File: config.mk
export PLATFORM = sky130hd
export DESIGN_NAME = tscr_top
export DESIGN_NICKNAME = d
export VERILOG_FILES = /design/src/design/tscr_pkg.sv /design/src/design/tscr_top.sv /design/src/design/tscr_sticky.sv /design/src/design/tscr_avs_hs.sv
export SDC_FILE = /design/constraint.sdc
export NUM_CORES = 1
export LEC_CHECK = 0
export ABC_AREA = 1
export ABC_CLOCK_PERIOD_IN_PS = 3700
export BUFFER_PORTS_ARGS = -buffer_cell sky130_fd_sc_hd__buf_4
export CAP_MARGIN = 40
export CORE_MARGIN = 8
export CORE_UTILIZATION = 55
export DETAILED_ROUTE_END_ITERATION = 8
export GPL_TIMING_DRIVEN = 0
export PLACE_DENSITY = 0.83
export SETUP_SLACK_MARGIN = 0.02
export SLEW_MARGIN = 20
export SYNTH_ARGS = -nofsm -noshare
export SYNTH_HDL_FRONTEND = slang
export SYNTH_HIERARCHICAL = 1
export SYNTH_SLANG_ARGS = --single-unit
export TNS_END_PERCENT = 100
File: constraint.sdc
create_clock -name sys_clk -period 3.7 [get_ports sys_clk]
set_input_delay 0.74 -clock sys_clk [delete_from_list [all_inputs] [get_ports sys_clk]]
set_output_delay 0.74 -clock sys_clk [all_outputs]
set_load 0.1 [all_outputs]
File: src/design/tscr_pkg.sv
// Purpose: constants shared by the trap status control register block
// Assumes: 32-bit register bus, byte offsets, 16-bit registers
// Notes: all bit positions follow the first interrupt control register
`default_nettype none

package tscr_pkg;

    // ------------------------------------------------------------
    // bus geometry
    // ------------------------------------------------------------
    localparam int ADDR_W = 4;
    localparam int DATA_W = 32;
    localparam int BE_W = 4;
    localparam int REG_W = 16;
    localparam int PRIO_W = 3;
    localparam int STS_W = 16;

    // ------------------------------------------------------------
    // register byte offsets
    // ------------------------------------------------------------
    localparam logic [ADDR_W-1:0] OFS_INTCON = 4'h0;
    localparam logic [ADDR_W-1:0] OFS_PRIO = 4'h4;
    localparam logic [ADDR_W-1:0] OFS_STATUS = 4'h8;
    localparam logic [ADDR_W-1:0] OFS_MASK = 4'hC;

    // ------------------------------------------------------------
    // control register bit positions
    // ------------------------------------------------------------
    localparam int B_NEST = 15;
    localparam int B_OVF_A = 14;
    localparam int B_OVF_B = 13;
    localparam int B_CAT_A = 12;
    localparam int B_CAT_B = 11;
    localparam int B_EN_A = 10;
    localparam int B_EN_B = 9;
    localparam int B_EN_CAT = 8;
    localparam int B_SHIFT = 7;
    localparam int B_DIV0 = 6;
    localparam int B_DMA = 5;
    localparam int B_MATH = 4;
    localparam int B_ADDR = 3;
    localparam int B_STACK = 2;
    localparam int B_OSC = 1;
    localparam int B_UNUSED = 0;

    // ------------------------------------------------------------
    // field masks and reset values
    // ------------------------------------------------------------
    localparam logic [REG_W-1:0] CTRL_MASK = 16'h8700;
    localparam logic [REG_W-1:0] FLAG_MASK = 16'h78FE;
    localparam logic [REG_W-1:0] REG_RST = 16'h0000;
    localparam logic [PRIO_W-1:0] PRIO_RST = 3'h0;
    localparam logic [DATA_W-1:0] RD_ZERO = 32'h0000_0000;

    // byte enables to a 16-bit write mask
    function automatic logic [REG_W-1:0] lane_mask(
        input logic [BE_W-1:0] be
    );
        lane_mask = {{8{be[1]}}, {8{be[0]}}};
    endfunction : lane_mask

endpackage : tscr_pkg

`default_nettype wire

File: src/design/tscr_top.sv
// Purpose: trap status and interrupt nesting control register block
// Assumes: trap events are one-cycle pulses on the sys_clk domain
// Notes: registers reached over avalon-mm with waitrequest
//
// Local design decisions: the Avalon-MM register port and the register offsets.
`default_nettype none

module tscr_top
    import tscr_pkg::*;
(
    input wire logic sys_clk, // system clock, 125 MHz
    input wire logic nrst, // async reset, active low
    input wire logic [ADDR_W-1:0] avs_address, // byte address
    input wire logic avs_read, // read request
    input wire logic avs_write, // write request
    input wire logic [BE_W-1:0] avs_byteenable, // write lanes
    input wire logic [DATA_W-1:0] avs_writedata, // write data
    output logic [DATA_W-1:0] avs_readdata, // read data
    output logic avs_waitrequest, // stall request
    input wire logic ev_ovf_a, // accumulator a overflow
    input wire logic ev_ovf_b, // accumulator b overflow
    input wire logic ev_cat_a, // accumulator a catastrophic
    input wire logic ev_cat_b, // accumulator b catastrophic
    input wire logic ev_bad_shift, // invalid accumulator shift
    input wire logic ev_div_zero, // divide by zero
    input wire logic ev_dma_err, // dma controller error
    input wire logic ev_addr_err, // address error
    input wire logic ev_stack_err, // stack error
    input wire logic ev_osc_fail, // oscillator failure
    output logic trap_math, // math error trap pulse
    output logic trap_dma, // dma error trap pulse
    output logic trap_addr, // address error trap pulse
    output logic trap_stack, // stack error trap pulse
    output logic trap_osc, // oscillator trap pulse
    output logic nesting_disable, // nested interrupts barred
    output logic [PRIO_W-1:0] cpu_priority_level, // cpu level
    output logic irq // level interrupt
);

    // ------------------------------------------------------------
    // declarations
    // ------------------------------------------------------------
    logic [REG_W-1:0] ctrl_reg;
    logic [REG_W-1:0] ctrl_next;
    logic [REG_W-1:0] flags_q;
    logic [STS_W-1:0] status_q;
    logic [STS_W-1:0] mask_reg;
    logic [STS_W-1:0] mask_next;
    logic [PRIO_W-1:0] prio_reg;
    logic [PRIO_W-1:0] prio_next;
    logic [DATA_W-1:0] readdata_reg;
    logic [DATA_W-1:0] readdata_next;
    logic irq_reg;
    logic irq_next;
    logic [4:0] trap_reg;
    logic [4:0] trap_next;
    logic req;
    logic accept;
    logic fire;
    logic wr_fire;
    logic rd_fire;
    logic wr_intcon;
    logic wr_prio;
    logic wr_mask;
    logic rd_status;
    logic [REG_W-1:0] wmask;
    logic [REG_W-1:0] wdata;
    logic [REG_W-1:0] intcon_rd;
    logic trap_ovf_a;
    logic trap_ovf_b;
    logic trap_cat_a;
    logic trap_cat_b;
    logic trap_math_ev;
    logic [REG_W-1:0] flag_set;
    logic [REG_W-1:0] flag_sw_set;
    logic [REG_W-1:0] flag_clr;
    logic [STS_W-1:0] sts_clr;

    // ------------------------------------------------------------
    // bus handshake
    // ------------------------------------------------------------
    assign req = avs_read || avs_write;

    tscr_avs_hs u_hs (
        .sys_clk(sys_clk),
        .nrst(nrst),
        .req(req),
        .waitrequest_reg(avs_waitrequest),
        .accept(accept),
        .fire(fire)
    );

    // ------------------------------------------------------------
    // address decode
    // ------------------------------------------------------------
    assign wr_fire = fire && avs_write;
    assign rd_fire = fire && avs_read;
    assign wr_intcon = wr_fire && (avs_address == OFS_INTCON);
    assign wr_prio = wr_fire && (avs_address == OFS_PRIO);
    assign wr_mask = wr_fire && (avs_address == OFS_MASK);
    assign rd_status = rd_fire && (avs_address == OFS_STATUS);
    assign wmask = lane_mask(avs_byteenable);
    assign wdata = avs_writedata[REG_W-1:0];

    // ------------------------------------------------------------
    // trap qualification
    // ------------------------------------------------------------
    // overflow traps gated by their enables
    assign trap_ovf_a = ev_ovf_a && ctrl_reg[B_EN_A];
    assign trap_ovf_b = ev_ovf_b && ctrl_reg[B_EN_B];
    assign trap_cat_a = ev_cat_a && ctrl_reg[B_EN_CAT];
    assign trap_cat_b = ev_cat_b && ctrl_reg[B_EN_CAT];
    // shift, divide and enabled overflow causes are math error traps
    assign trap_math_ev = trap_ovf_a || trap_ovf_b || trap_cat_a
        || trap_cat_b || ev_bad_shift || ev_div_zero;

    // flag set vector from trap causes
    always_comb begin
        flag_set = REG_RST;
        flag_set[B_OVF_A] = trap_ovf_a;
        flag_set[B_OVF_B] = trap_ovf_b;
        flag_set[B_CAT_A] = trap_cat_a;
        flag_set[B_CAT_B] = trap_cat_b;
        flag_set[B_SHIFT] = ev_bad_shift;
        flag_set[B_DIV0] = ev_div_zero;
        flag_set[B_DMA] = ev_dma_err;
        flag_set[B_MATH] = trap_math_ev;
        flag_set[B_ADDR] = ev_addr_err;
        flag_set[B_STACK] = ev_stack_err;
        flag_set[B_OSC] = ev_osc_fail;
    end

    // ------------------------------------------------------------
    // trap flags
    // ------------------------------------------------------------
    // software writes of zero clear, ones set, bit 0 never stored
    assign flag_clr = wr_intcon ? (wmask & ~wdata & FLAG_MASK)
        : REG_RST;
    assign flag_sw_set = wr_intcon ? (wmask & wdata & FLAG_MASK)
        : REG_RST;

    tscr_sticky #(.W(REG_W)) u_flags (
        .sys_clk(sys_clk),
        .nrst(nrst),
        .set_hw(flag_set),
        .set_sw(flag_sw_set),
        .clr(flag_clr),
        .flags_reg(flags_q)
    );

    // ------------------------------------------------------------
    // control bits and priority level
    // ------------------------------------------------------------
    assign ctrl_next = wr_intcon
        ? ((ctrl_reg & ~(wmask & CTRL_MASK)) | (wdata & wmask & CTRL_MASK))
        : ctrl_reg;
    // level writable only while nesting is allowed
    assign prio_next = (wr_prio && avs_byteenable[0] && !ctrl_reg[B_NEST])
        ? avs_writedata[PRIO_W-1:0] : prio_reg;
    assign mask_next = wr_mask
        ? ((mask_reg & ~wmask) | (wdata & wmask)) : mask_reg;

    // control register storage
    always_ff @(posedge sys_clk or negedge nrst) begin
        if (!nrst) begin
            ctrl_reg <= REG_RST;
            prio_reg <= PRIO_RST;
            mask_reg <= REG_RST;
        end else begin
            ctrl_reg <= ctrl_next;
            prio_reg <= prio_next;
            mask_reg <= mask_next;
        end
    end

    // ------------------------------------------------------------
    // interrupt status, cleared by read
    // ------------------------------------------------------------
    // clear only the bits the read actually returned
    assign sts_clr = rd_status ? readdata_reg[STS_W-1:0] : REG_RST;

    tscr_sticky #(.W(STS_W)) u_status (
        .sys_clk(sys_clk),
        .nrst(nrst),
        .set_hw(flag_set),
        .set_sw(REG_RST),
        .clr(sts_clr),
        .flags_reg(status_q)
    );

    assign irq_next = |(status_q & mask_reg);

    // ------------------------------------------------------------
    // read data mux
    // ------------------------------------------------------------
    assign intcon_rd = (ctrl_reg & CTRL_MASK) | (flags_q & FLAG_MASK);

    always_comb begin
        readdata_next = readdata_reg;
        if (accept && avs_read) begin
            unique case (avs_address)
                OFS_INTCON: readdata_next = {16'h0000, intcon_rd};
                OFS_PRIO: readdata_next = {{(DATA_W-PRIO_W){1'b0}}, prio_reg};
                OFS_STATUS: readdata_next = {16'h0000, status_q};
                OFS_MASK: readdata_next = {16'h0000, mask_reg};
                default: readdata_next = RD_ZERO;
            endcase
        end
    end

    // ------------------------------------------------------------
    // trap request pulses
    // ------------------------------------------------------------
    assign trap_next = {trap_math_ev, ev_dma_err, ev_addr_err,
        ev_stack_err, ev_osc_fail};

    // output flops
    always_ff @(posedge sys_clk or negedge nrst) begin
        if (!nrst) begin
            readdata_reg <= RD_ZERO;
            irq_reg <= 1'b0;
            trap_reg <= '0;
        end else begin
            readdata_reg <= readdata_next;
            irq_reg <= irq_next;
            trap_reg <= trap_next;
        end
    end

    // ------------------------------------------------------------
    // outputs
    // ------------------------------------------------------------
    assign avs_readdata = readdata_reg;
    assign irq = irq_reg;
    assign nesting_disable = ctrl_reg[B_NEST];
    assign cpu_priority_level = prio_reg;
    assign trap_math = trap_reg[4];
    assign trap_dma = trap_reg[3];
    assign trap_addr = trap_reg[2];
    assign trap_stack = trap_reg[1];
    assign trap_osc = trap_reg[0];
endmodule : tscr_top

`default_nettype wire

File: src/design/tscr_sticky.sv
// Purpose: bank of sticky flags, set by hardware, cleared by software
// Assumes: set, clear and soft set are single-cycle qualified vectors
// Notes: a hardware set in the clearing cycle wins over the clear
`default_nettype none

module tscr_sticky
    import tscr_pkg::*;
#(
    parameter int W = 16
) (
    input wire logic sys_clk, // system clock
    input wire logic nrst, // async reset, active low
    input wire logic [W-1:0] set_hw, // hardware set pulses
    input wire logic [W-1:0] set_sw, // software set pulses
    input wire logic [W-1:0] clr, // clear pulses
    output logic [W-1:0] flags_reg // sticky flag state
);

    logic [W-1:0] flags_next;

    // set wins over clear
    assign flags_next = set_hw | set_sw | (flags_reg & ~clr);

    // flag storage
    always_ff @(posedge sys_clk or negedge nrst) begin
        if (!nrst) begin
            flags_reg <= '0;
        end else begin
            flags_reg <= flags_next;
        end
    end

endmodule : tscr_sticky

`default_nettype wire

File: src/design/tscr_avs_hs.sv
// Purpose: waitrequest handshake for a single-cycle register slave
// Assumes: master holds a request until it sees waitrequest low
// Notes: every access answers one edge after it is first seen
`default_nettype none

module tscr_avs_hs
    import tscr_pkg::*;
(
    input wire logic sys_clk, // system clock
    input wire logic nrst, // async reset, active low
    input wire logic req, // read or write held high
    output logic waitrequest_reg, // avalon waitrequest
    output logic accept, // first cycle of a request
    output logic fire // cycle where the access completes
);

    logic waitrequest_next;

    // decode of handshake phase
    assign accept = req && waitrequest_reg;
    assign fire = req && !waitrequest_reg;
    assign waitrequest_next = !accept;

    // waitrequest flop, high while idle
    always_ff @(posedge sys_clk or negedge nrst) begin
        if (!nrst) begin
            waitrequest_reg <= 1'b1;
        end else begin
            waitrequest_reg <= waitrequest_next;
        end
    end

endmodule : tscr_avs_hs

`default_nettype wire

---- Word level (Yosys, flattened, before mapping) ----
Cells that the tools add are included.
operators by class
  equality and inequality tests ........... 3
  mux-type cells .......................... 4
  bitwise gates (word level) .............. 18
  reductions and logical operators ........ 26
operators with widths
  kind                                                                   number
  16-bit bitwise AND                                                     6
  16-bit one-hot mux with 4 select lines                                 1
  16-bit inverter                                                        3
  16-bit bitwise OR                                                      3
  15-bit two-way mux                                                     2
  16-bit two-way mux                                                     1
  15-bit inverter with 16-bit output                                     1
  15-bit by 16-bit bitwise OR with 16-bit output                         1
  16-bit by 15-bit bitwise OR with 16-bit output                         1
  16-bit OR reduction                                                    1
  15-bit bitwise AND                                                     1
  1-bit logical AND                                                      15
  15-bit inverter                                                        1
  15-bit bitwise OR                                                      1
  4-bit equality test, second input constant                             2
  1-bit logical OR                                                       6
  4-bit by 3-bit equality test with 1-bit output, second input constant  1
  4-bit zero test                                                        1
  1-bit zero test                                                        3
word-level totals
  register bits after elaboration ......... 106
  output and inout port bits .............. 43
  logic and storage cells ................. 60

---- Longest topological paths before layout ----
Gate-level depths: netlist (run 1).
  depth after elaboration ................. 8
  mapped depth ............................ 11

---- Hierarchy ----
Netlist (run 1), hierarchy kept.
by module, submodules not included
  module       instances  cells each  area each (um^2)
  tscr_top     1          356         2666.3
  tscr_sticky  2          80          640.6
  tscr_avs_hs  1          5           41.3

---- Least setup slack after synthesis (run 1) ----
No wires, ideal clock.
  path kind ............................... in2reg
  start ................................... input avs_read
  end ..................................... register u_flags.flags_reg[4]
  arrival ................................. 1.760 ns
  slack ................................... 1.823 ns
  stages .................................. 10
  path through ............................ or2_2 -> inv_1 -> nor2_1 -> nand2_1 -> nor2_2 -> nand2_2 -> buf_2 -> nor2_1 -> nor2_1 -> nand2_1
RTL lines
  what                             line               source
  start, declared                  tscr_top.sv:14     input wire logic avs_read,
  1-bit logical OR                 tscr_top.sv:82     assign req = avs_read || avs_write;
  1-bit logical AND                tscr_avs_hs.sv:21  assign fire = req && !waitrequest_reg;
  named net fire                   tscr_top.sv:59     logic fire;
  1-bit logical AND                tscr_top.sv:96     assign wr_fire = fire && avs_write;
  1-bit logical AND                tscr_top.sv:98     assign wr_intcon = wr_fire && (avs_address == OFS_INTCON);
  15-bit two-way mux               tscr_top.sv:139    assign flag_sw_set = wr_intcon ? (wmask & wdata & FLAG_MASK)
  named net flag_sw_set[4]         tscr_top.sv:75     logic [REG_W-1:0] flag_sw_set;
  15-bit bitwise OR                tscr_sticky.sv:22  assign flags_next = set_hw | set_sw | (flags_reg & ~clr);
  16-bit bitwise OR                tscr_sticky.sv:22
  named net u_flags.flags_next[4]  tscr_sticky.sv:19  logic [W-1:0] flags_next;
  end signal, assigned             tscr_sticky.sv:29  flags_reg <= flags_next;
  end, declared                    tscr_sticky.sv:16  output logic [W-1:0] flags_reg
The timed path passes the listed nets, and every way through them passes these cells.
A chain may end at the register's enable or synchronous reset.

---- Worst setup path after layout (run 1) ----
  start ................................... register u_hs.waitrequest_reg
  end ..................................... output avs_waitrequest
RTL lines
  what                    line               source
  start, declared         tscr_avs_hs.sv:12  output logic waitrequest_reg,
  start signal, assigned  tscr_avs_hs.sv:29  waitrequest_reg <= waitrequest_next;
  end, declared           tscr_top.sv:19     output logic avs_waitrequest,
No word-level cell between the ends.

==> results of run 1 <==
-- per-layer routing --
metal | GRT usage, % | vias up | part of all wire, %
met2 | 33.0 | 111 | 47
met3 | 4.30 | 20 | 7.3
met4 | 9.21 | 0 | 2.0
li1 | - | 1687 | -
met5 | 0 | - | 0
met1 | 25.7 | 1522 | 43
-- power by group through the flow --
stage	registers (W)	logic (W)	clock network, W
2_1_floorplan	0.00115	0.000233	0
3_3_place_gp	0.000937	0.000589	0
3_5_place_dp	0.000940	0.000604	0
4_1_cts	0.000925	0.000606	0.000648
5_1_grt	0.000935	0.000640	0.000681
6_report	0.000926	0.000604	0.000641
-- metrics by stage --
stage | instance area, sq um | power [W] | util (%) | hold WS [ns]
2_1_floorplan | 3920 | 0.00138 | - | 0.442
3_3_place_gp | 4490 | 0.00153 | 66.8 | 0.456
3_5_place_dp | 4510 | 0.00154 | 67.1 | 0.466
4_1_cts | 4710 | 0.00218 | 70.1 | 0.354
5_1_grt | 4710 | 0.00226 | 70.1 | 0.365
6_report | 4710 | 0.00217 | 70.1 | 0.339
-- worst reg2reg max path: stages (launching register included) --
cell and delay, ns:
dfstp_2 0.38, nor2_1 0.19, nand2_1 0.15, nor2_2 0.18, nand2_2 0.11, buf_2 0.20
nor2_1 0.11, inv_1 0.05, nand2_1 0.06, nand2_1 0.05
-- layout by cell type, fill, tap and decap left out, drive strengths merged --
cell type  instances
conb              37
dfrtp             72
clkinv             4
dfstp              1
nor2              75
nor3               2
nand4              5
nand2            142
inv               74
nand3             54
clkbuf            14
buf               90
o21ai             39
or2                1
bufinv             1
-- how the worst max path moves through the flow --
stage / endpoint
6_report: avs_waitrequest
4_1_cts: avs_waitrequest
2_1_floorplan: u_flags/flags_reg[4]$_DFF_PN0_
3_3_place_gp: u_flags/flags_reg[2]$_DFF_PN0_
3_5_place_dp: u_flags/flags_reg[4]$_DFF_PN0_
5_1_grt: u_flags/flags_reg[14]$_DFF_PN0_
-- cell type report --
cell class,count,area (sq um),share of cell area (%)
tap,80,100,2.12
clock inverter,6,66.3,1.41
timing repair buffer,63,485,10.3
sequential,73,1830,38.8
buffer,31,220,4.67
inverter,73,274,5.81
clock buffer,10,138,2.92
multi-input combinational,355,1600,34.0
==> metrics.md, run 1 <==
| Metric | Value |
|---|---|
| Vias in the first global route | `3418` |
| Final ANT Viol Nets | `0` |
| First-pass GRT wire length | `16.0 mm` |
| Crit path launch | `u_hs/waitrequest_reg$_DFF_PN1_` |
| Sink Count | `73` |
| Clock tree buffer depth | `2` |
| Pin count of the biggest net entering global routing | `39` |
| Final Max Slew Viols | `0` |
| Fmax | `~520 MHz` |
| Gp weighted congestion | `just under 0.9` |
| I/O pin count | `97` |
| HP Class | `in2async` |
| # hold bufs at CTS | `0` |
| Via count | `3340` |
| DRC Markers | `0` |
| CP bufs+invs | `1` |
| Slowest CP cell | `dfstp_2` |
| Cts bufs inserted | `9` |
| Core region area | `6720 sq um` |
| GRT Util Overall | `between 20% and 30%` |
| Fill cells | `around 570` |
| Initial Utilization | `56.4%` |
| R2R depth | `9` |
| Clock group share of total power | `roughly 30%` |
| Slowest stage delay, CP | `around 0.55 ns` |
| CP Capture Type | `primary output` |
| Starting DRT DRC Count | `around 230` |
| Pre-antenna DRT Iters | `4` |
| Routed len/inst | `13.7 microns` |
| Clock skew | `roughly 0.012 ns` |
| CP required | `roughly 3 ns` |
| Non-filler cells, final | `roughly 690` |
| Tcrit/Tclk final | `between 50% and 60%` |
| Placed cells | `675` |
| Layout Nets | `660` |
| HPWL after DPL | `between 7 and 8 mm` |
| Worst R2R Setup Slack | `between 2 and 2.5 ns` |
| Site Rows | `30` |
| Cell leakage power | `~2.5 nW` |
| Number of stages on the worst setup path | `1` |
| RSZ-0062 raised after global routing | `false` |
| Pint | `roughly 0.0013 W` |
| Postcts setup bufs | `0` |
| # diodes | `0` |
| Critical R2R Capture | `u_flags/flags_reg[7]$_DFF_PN0_` |
| Gate power share | `approximately 28%` |
| Reg2reg start | `u_hs/waitrequest_reg$_DFF_PN1_` |
| Area growth, synth to finish | `24.4%` |
| Power Density | `between 400 and 500 nW/um^2` |
| Maxcap violations | `0` |
| Avg Inst Size Synth | `roughly 7.6 sq um` |
| Place WS | `1.52 ns` |
| Total negative slack | `0 ns` |
| CP max FO | `3` |
| Final setup viols | `0` |
| Sw frac | `about two fifths` |
| CP Cell Sequence | `buf_4` |
| Clock transition at path regs | `around 0.080 ns` |
| Worst Setup Path Type | `reg2out` |
| VDD IR max | `~0.26 mV` |
| Vias/cell | `a little under 5` |
| Number of synthesis warnings | `6` |
| CP Launch Type | `register` |
| NetSw | `between 0.0008 and 0.0009 W` |
| Die W | `just under 100 microns` |
| Worst Path Arrival | `~1.2 ns` |
| Reg power frac | `42.7%` |
| Setup ws final | `roughly 1.8 ns` |
| Syn Std Cell Area | `approximately 3800 sq um` |
| Root Buffer | `clkbuf_8` |
| WL final | `9.45 mm` |
| Antenna violations before repair | `0` |
| Final Hold Viols | `0` |
| Share of cells above drive strength 1 | `between 20% and 30%` |
| Status | `completed` |
| PostCTS Resize Cnt | `0` |
| Worst-skew pair later-pin latency | `around 0.35 ns` |
| Total die area | `just under 10000 sq um` |
| CTS tree | `done` |
| Critical path's top delay family | `flip-flops` |
| Die height | `99.0 microns` |
| I/O Buffers | `62` |
| Final Critical Period | `~1.9 ns` |
| Mapped Cells | `roughly 500` |
| H-tree Lvls | `3` |
| Grt ovf | `0` |
Note: power is estimated with default switching activity, not from simulation.
==> run 2, diff against run 1 <==
--- a/config.mk
+++ b/config.mk
@@ -6,14 +6,14 @@
 export NUM_CORES = 1
 export LEC_CHECK = 0
 export ABC_AREA = 1
-export ABC_CLOCK_PERIOD_IN_PS = 3700
+export ABC_CLOCK_PERIOD_IN_PS = 1700
 export BUFFER_PORTS_ARGS = -buffer_cell sky130_fd_sc_hd__buf_4
 export CAP_MARGIN = 40
 export CORE_MARGIN = 8
-export CORE_UTILIZATION = 55
+export CORE_UTILIZATION = 49
 export DETAILED_ROUTE_END_ITERATION = 8
 export GPL_TIMING_DRIVEN = 0
-export PLACE_DENSITY = 0.83
+export PLACE_DENSITY = 0.78
 export SETUP_SLACK_MARGIN = 0.02
 export SLEW_MARGIN = 20
 export SYNTH_ARGS = -nofsm -noshare
==> constraint.sdc (replaced) <==
create_clock -name sys_clk -period 1.7 [get_ports sys_clk]
set_input_delay 0.34 -clock sys_clk [delete_from_list [all_inputs] [get_ports sys_clk]]
set_output_delay 0.34 -clock sys_clk [all_outputs]
set_load 0.1 [all_outputs]
==> run 2 against run 1 <==
Compared with the run above:
- register-to-register slack got worse by 2.0 ns
- largest cell class unchanged
- critical path depth unchanged
- sequential cell count unchanged
- first-iteration DRC count decreased by 30%
- highest routed layer unchanged
- largest power group unchanged
==> metrics.md, run 2 (synthesis results as in run 1) <==
| Metric | Value |
|---|---|
| Worst Setup Path Type | `reg2out` |
| Final Hold Viols | `0` |
| Core region area | `between 7000 and 8000 sq um` |
| Routed len/inst | `13.5 microns` |
| H-tree Lvls | `3` |
| # diodes | `0` |
| Site Rows | `32` |
| Fill cells | `~670` |
| Clock transition at path regs | `around 0.080 ns` |
| CP max FO | `3` |
| Worst Path Arrival | `around 1.3 ns` |
| I/O pin count | `between 90 and 100` |
| Die height | `a little over 100 microns` |
| Final ANT Viol Nets | `0` |
| Multi-input gate area | `roughly 1600 sq um` |
| Grt ovf | `0` |
| Final Max Slew Viols | `0` |
| Most frequent cells in the layout | `138 x nand2_1, 80 x buf_4, 72 x inv_1, 72 x dfrtp_1, 70 x nor2_1` |
| Power Density | `1010 nW/um^2` |
| Via count | `3358` |
| Slowest stage delay, CP | `0.63 ns` |
| Postcts setup bufs | `0` |
| Root Buffer | `clkbuf_8` |
| Gp weighted congestion | `about 0.85` |
| Final setup viols | `0` |
| Pre-antenna DRT Iters | `4` |
| GRT Util Overall | `roughly 18%` |
| HP Class | `in2reg` |
| CTS tree | `done` |
| Clock tree buffer depth | `2` |
| Slowest CP cell | `dfstp_4` |
| Clock skew | `~0.0063 ns` |
| CP Cell Sequence | `buf_4` |
| Area growth, synth to finish | `26.1%` |
| Status | `completed` |
| Layout Nets | `661` |
| Vias/cell | `around 4.7` |
| HPWL after DPL | `about 7.5 mm` |
| CP Launch Type | `register` |
| CP required | `1.36 ns` |
| WL final | `9.62 mm` |
| Cell leakage power | `between 2 and 2.5 nW` |
| Antenna violations before repair | `0` |
| Commonest non-fill, non-tap cell in the layout | `nand2_1` |
| Worst-skew pair later-pin latency | `0.35 ns` |
| Critical path's top delay family | `flip-flops` |
| VDD IR max | `0.543 mV` |
| Fmax | `between 600 and 700 MHz` |
| Tcrit/Tclk final | `between 90% and 100%` |
| Maxcap violations | `0` |
| Die W | `around 100 microns` |
| Sequential cell area | `1830 sq um` |
| Starting DRT DRC Count | `162` |
| I/O Buffers | `62` |
| First-pass GRT wire length | `between 15 and 20 mm` |
| Vias in the first global route | `~3500` |
| Cts bufs inserted | `9` |
| Initial Utilization | `between 40% and 50%` |
| RSZ-0062 raised after global routing | `true` |
| Total die area | `10800 sq um` |
| Share of cells above drive strength 1 | `between 20% and 30%` |
| DRC Markers | `0` |
| Sink Count | `73` |
| Final core utilization | `approximately 63%` |
| Final Critical Period | `~1.6 ns` |
| Pin count of the biggest net entering global routing | `49` |
| CP Capture Type | `primary output` |
| Tot Pwr | `about 0.0048 W` |
| CP bufs+invs | `1` |
-- run 2: repair_timing --
action	in CTS	in global routing
hold buffers	1	0
gates cloned	0	0
pin swaps	0	1
hold endpoints to repair	25	0
setup endpoints to repair	2	12
gates resized for setup	1	5
-- run 2: routing by layer --
metal / GRT usage [%] / vias to the layer above / routed length (microns)
met5: 0 / - / 0
li1: - / 1690 / -
met2: 30.2 / 111 / 4570
met4: 8.27 / 0 / 175
met3: 3.72 / 16 / 624
met1: 22.7 / 1541 / 4250
-- run 2: final timing paths --
check / cells past startpoint / start / to / slack, ns
min in group asynchronous: 2 / nrst / trap_reg[3]$_DFF_PN0_ / 0.45
worst max-delay path: 1 / u_hs/waitrequest_reg$_DFF_PN1_ / avs_waitrequest / 0.1
max in group asynchronous: 3 / nrst / u_hs/waitrequest_reg$_DFF_PN1_ / 0.64
worst min register to register: 2 / u_flags/flags_reg[1]$_DFF_PN0_ / u_flags/flags_reg[1]$_DFF_PN0_ / 0.50
worst min-delay path: 1 / ev_dma_err / trap_reg[3]$_DFF_PN0_ / 0.11
worst max register to register: 9 / u_hs/waitrequest_reg$_DFF_PN1_ / u_flags/flags_reg[6]$_DFF_PN0_ / 0.15
-- run 2: area by class of cell --
| type | count | share of cell area (%) |
|---|---|---|
| clock inverter | 3 | 1.36 |
| inverter | 73 | 5.74 |
| tap | 102 | 2.67 |
| timing repair buffer | 64 | 10.5 |
| sequential | 73 | 38.4 |
| buffer | 31 | 4.66 |
| multi-input combinational | 355 | 33.6 |
| clock buffer | 12 | 3.04 |
-- run 2: metrics by stage --
step           instance area, sq um  cells  worst slack, ns  TNS, ns  hold WS (ns)
6_report                       4780    713           0.0954        0         0.107
5_1_grt                        4780    713           0.0102        0         0.105
4_1_cts                        4770    713           0.0774        0         0.102
3_5_place_dp                   4550    697          -0.0974   -0.675         0.275
3_3_place_gp                   4520    696          -0.0436   -0.283         0.459
2_1_floorplan                  3930    532           0.0797        0        0.0444
-- run 2: power breakdown --
part / switching [W] / leakage, nW / internal, W
Sequential: 0.000128 / 0.848 / 0.00190
Clock: 0.000628 / 0.106 / 0.000858
Combinational: 0.00101 / 1.52 / 0.000316
Total: 0.00176 / 2.48 / 0.00307
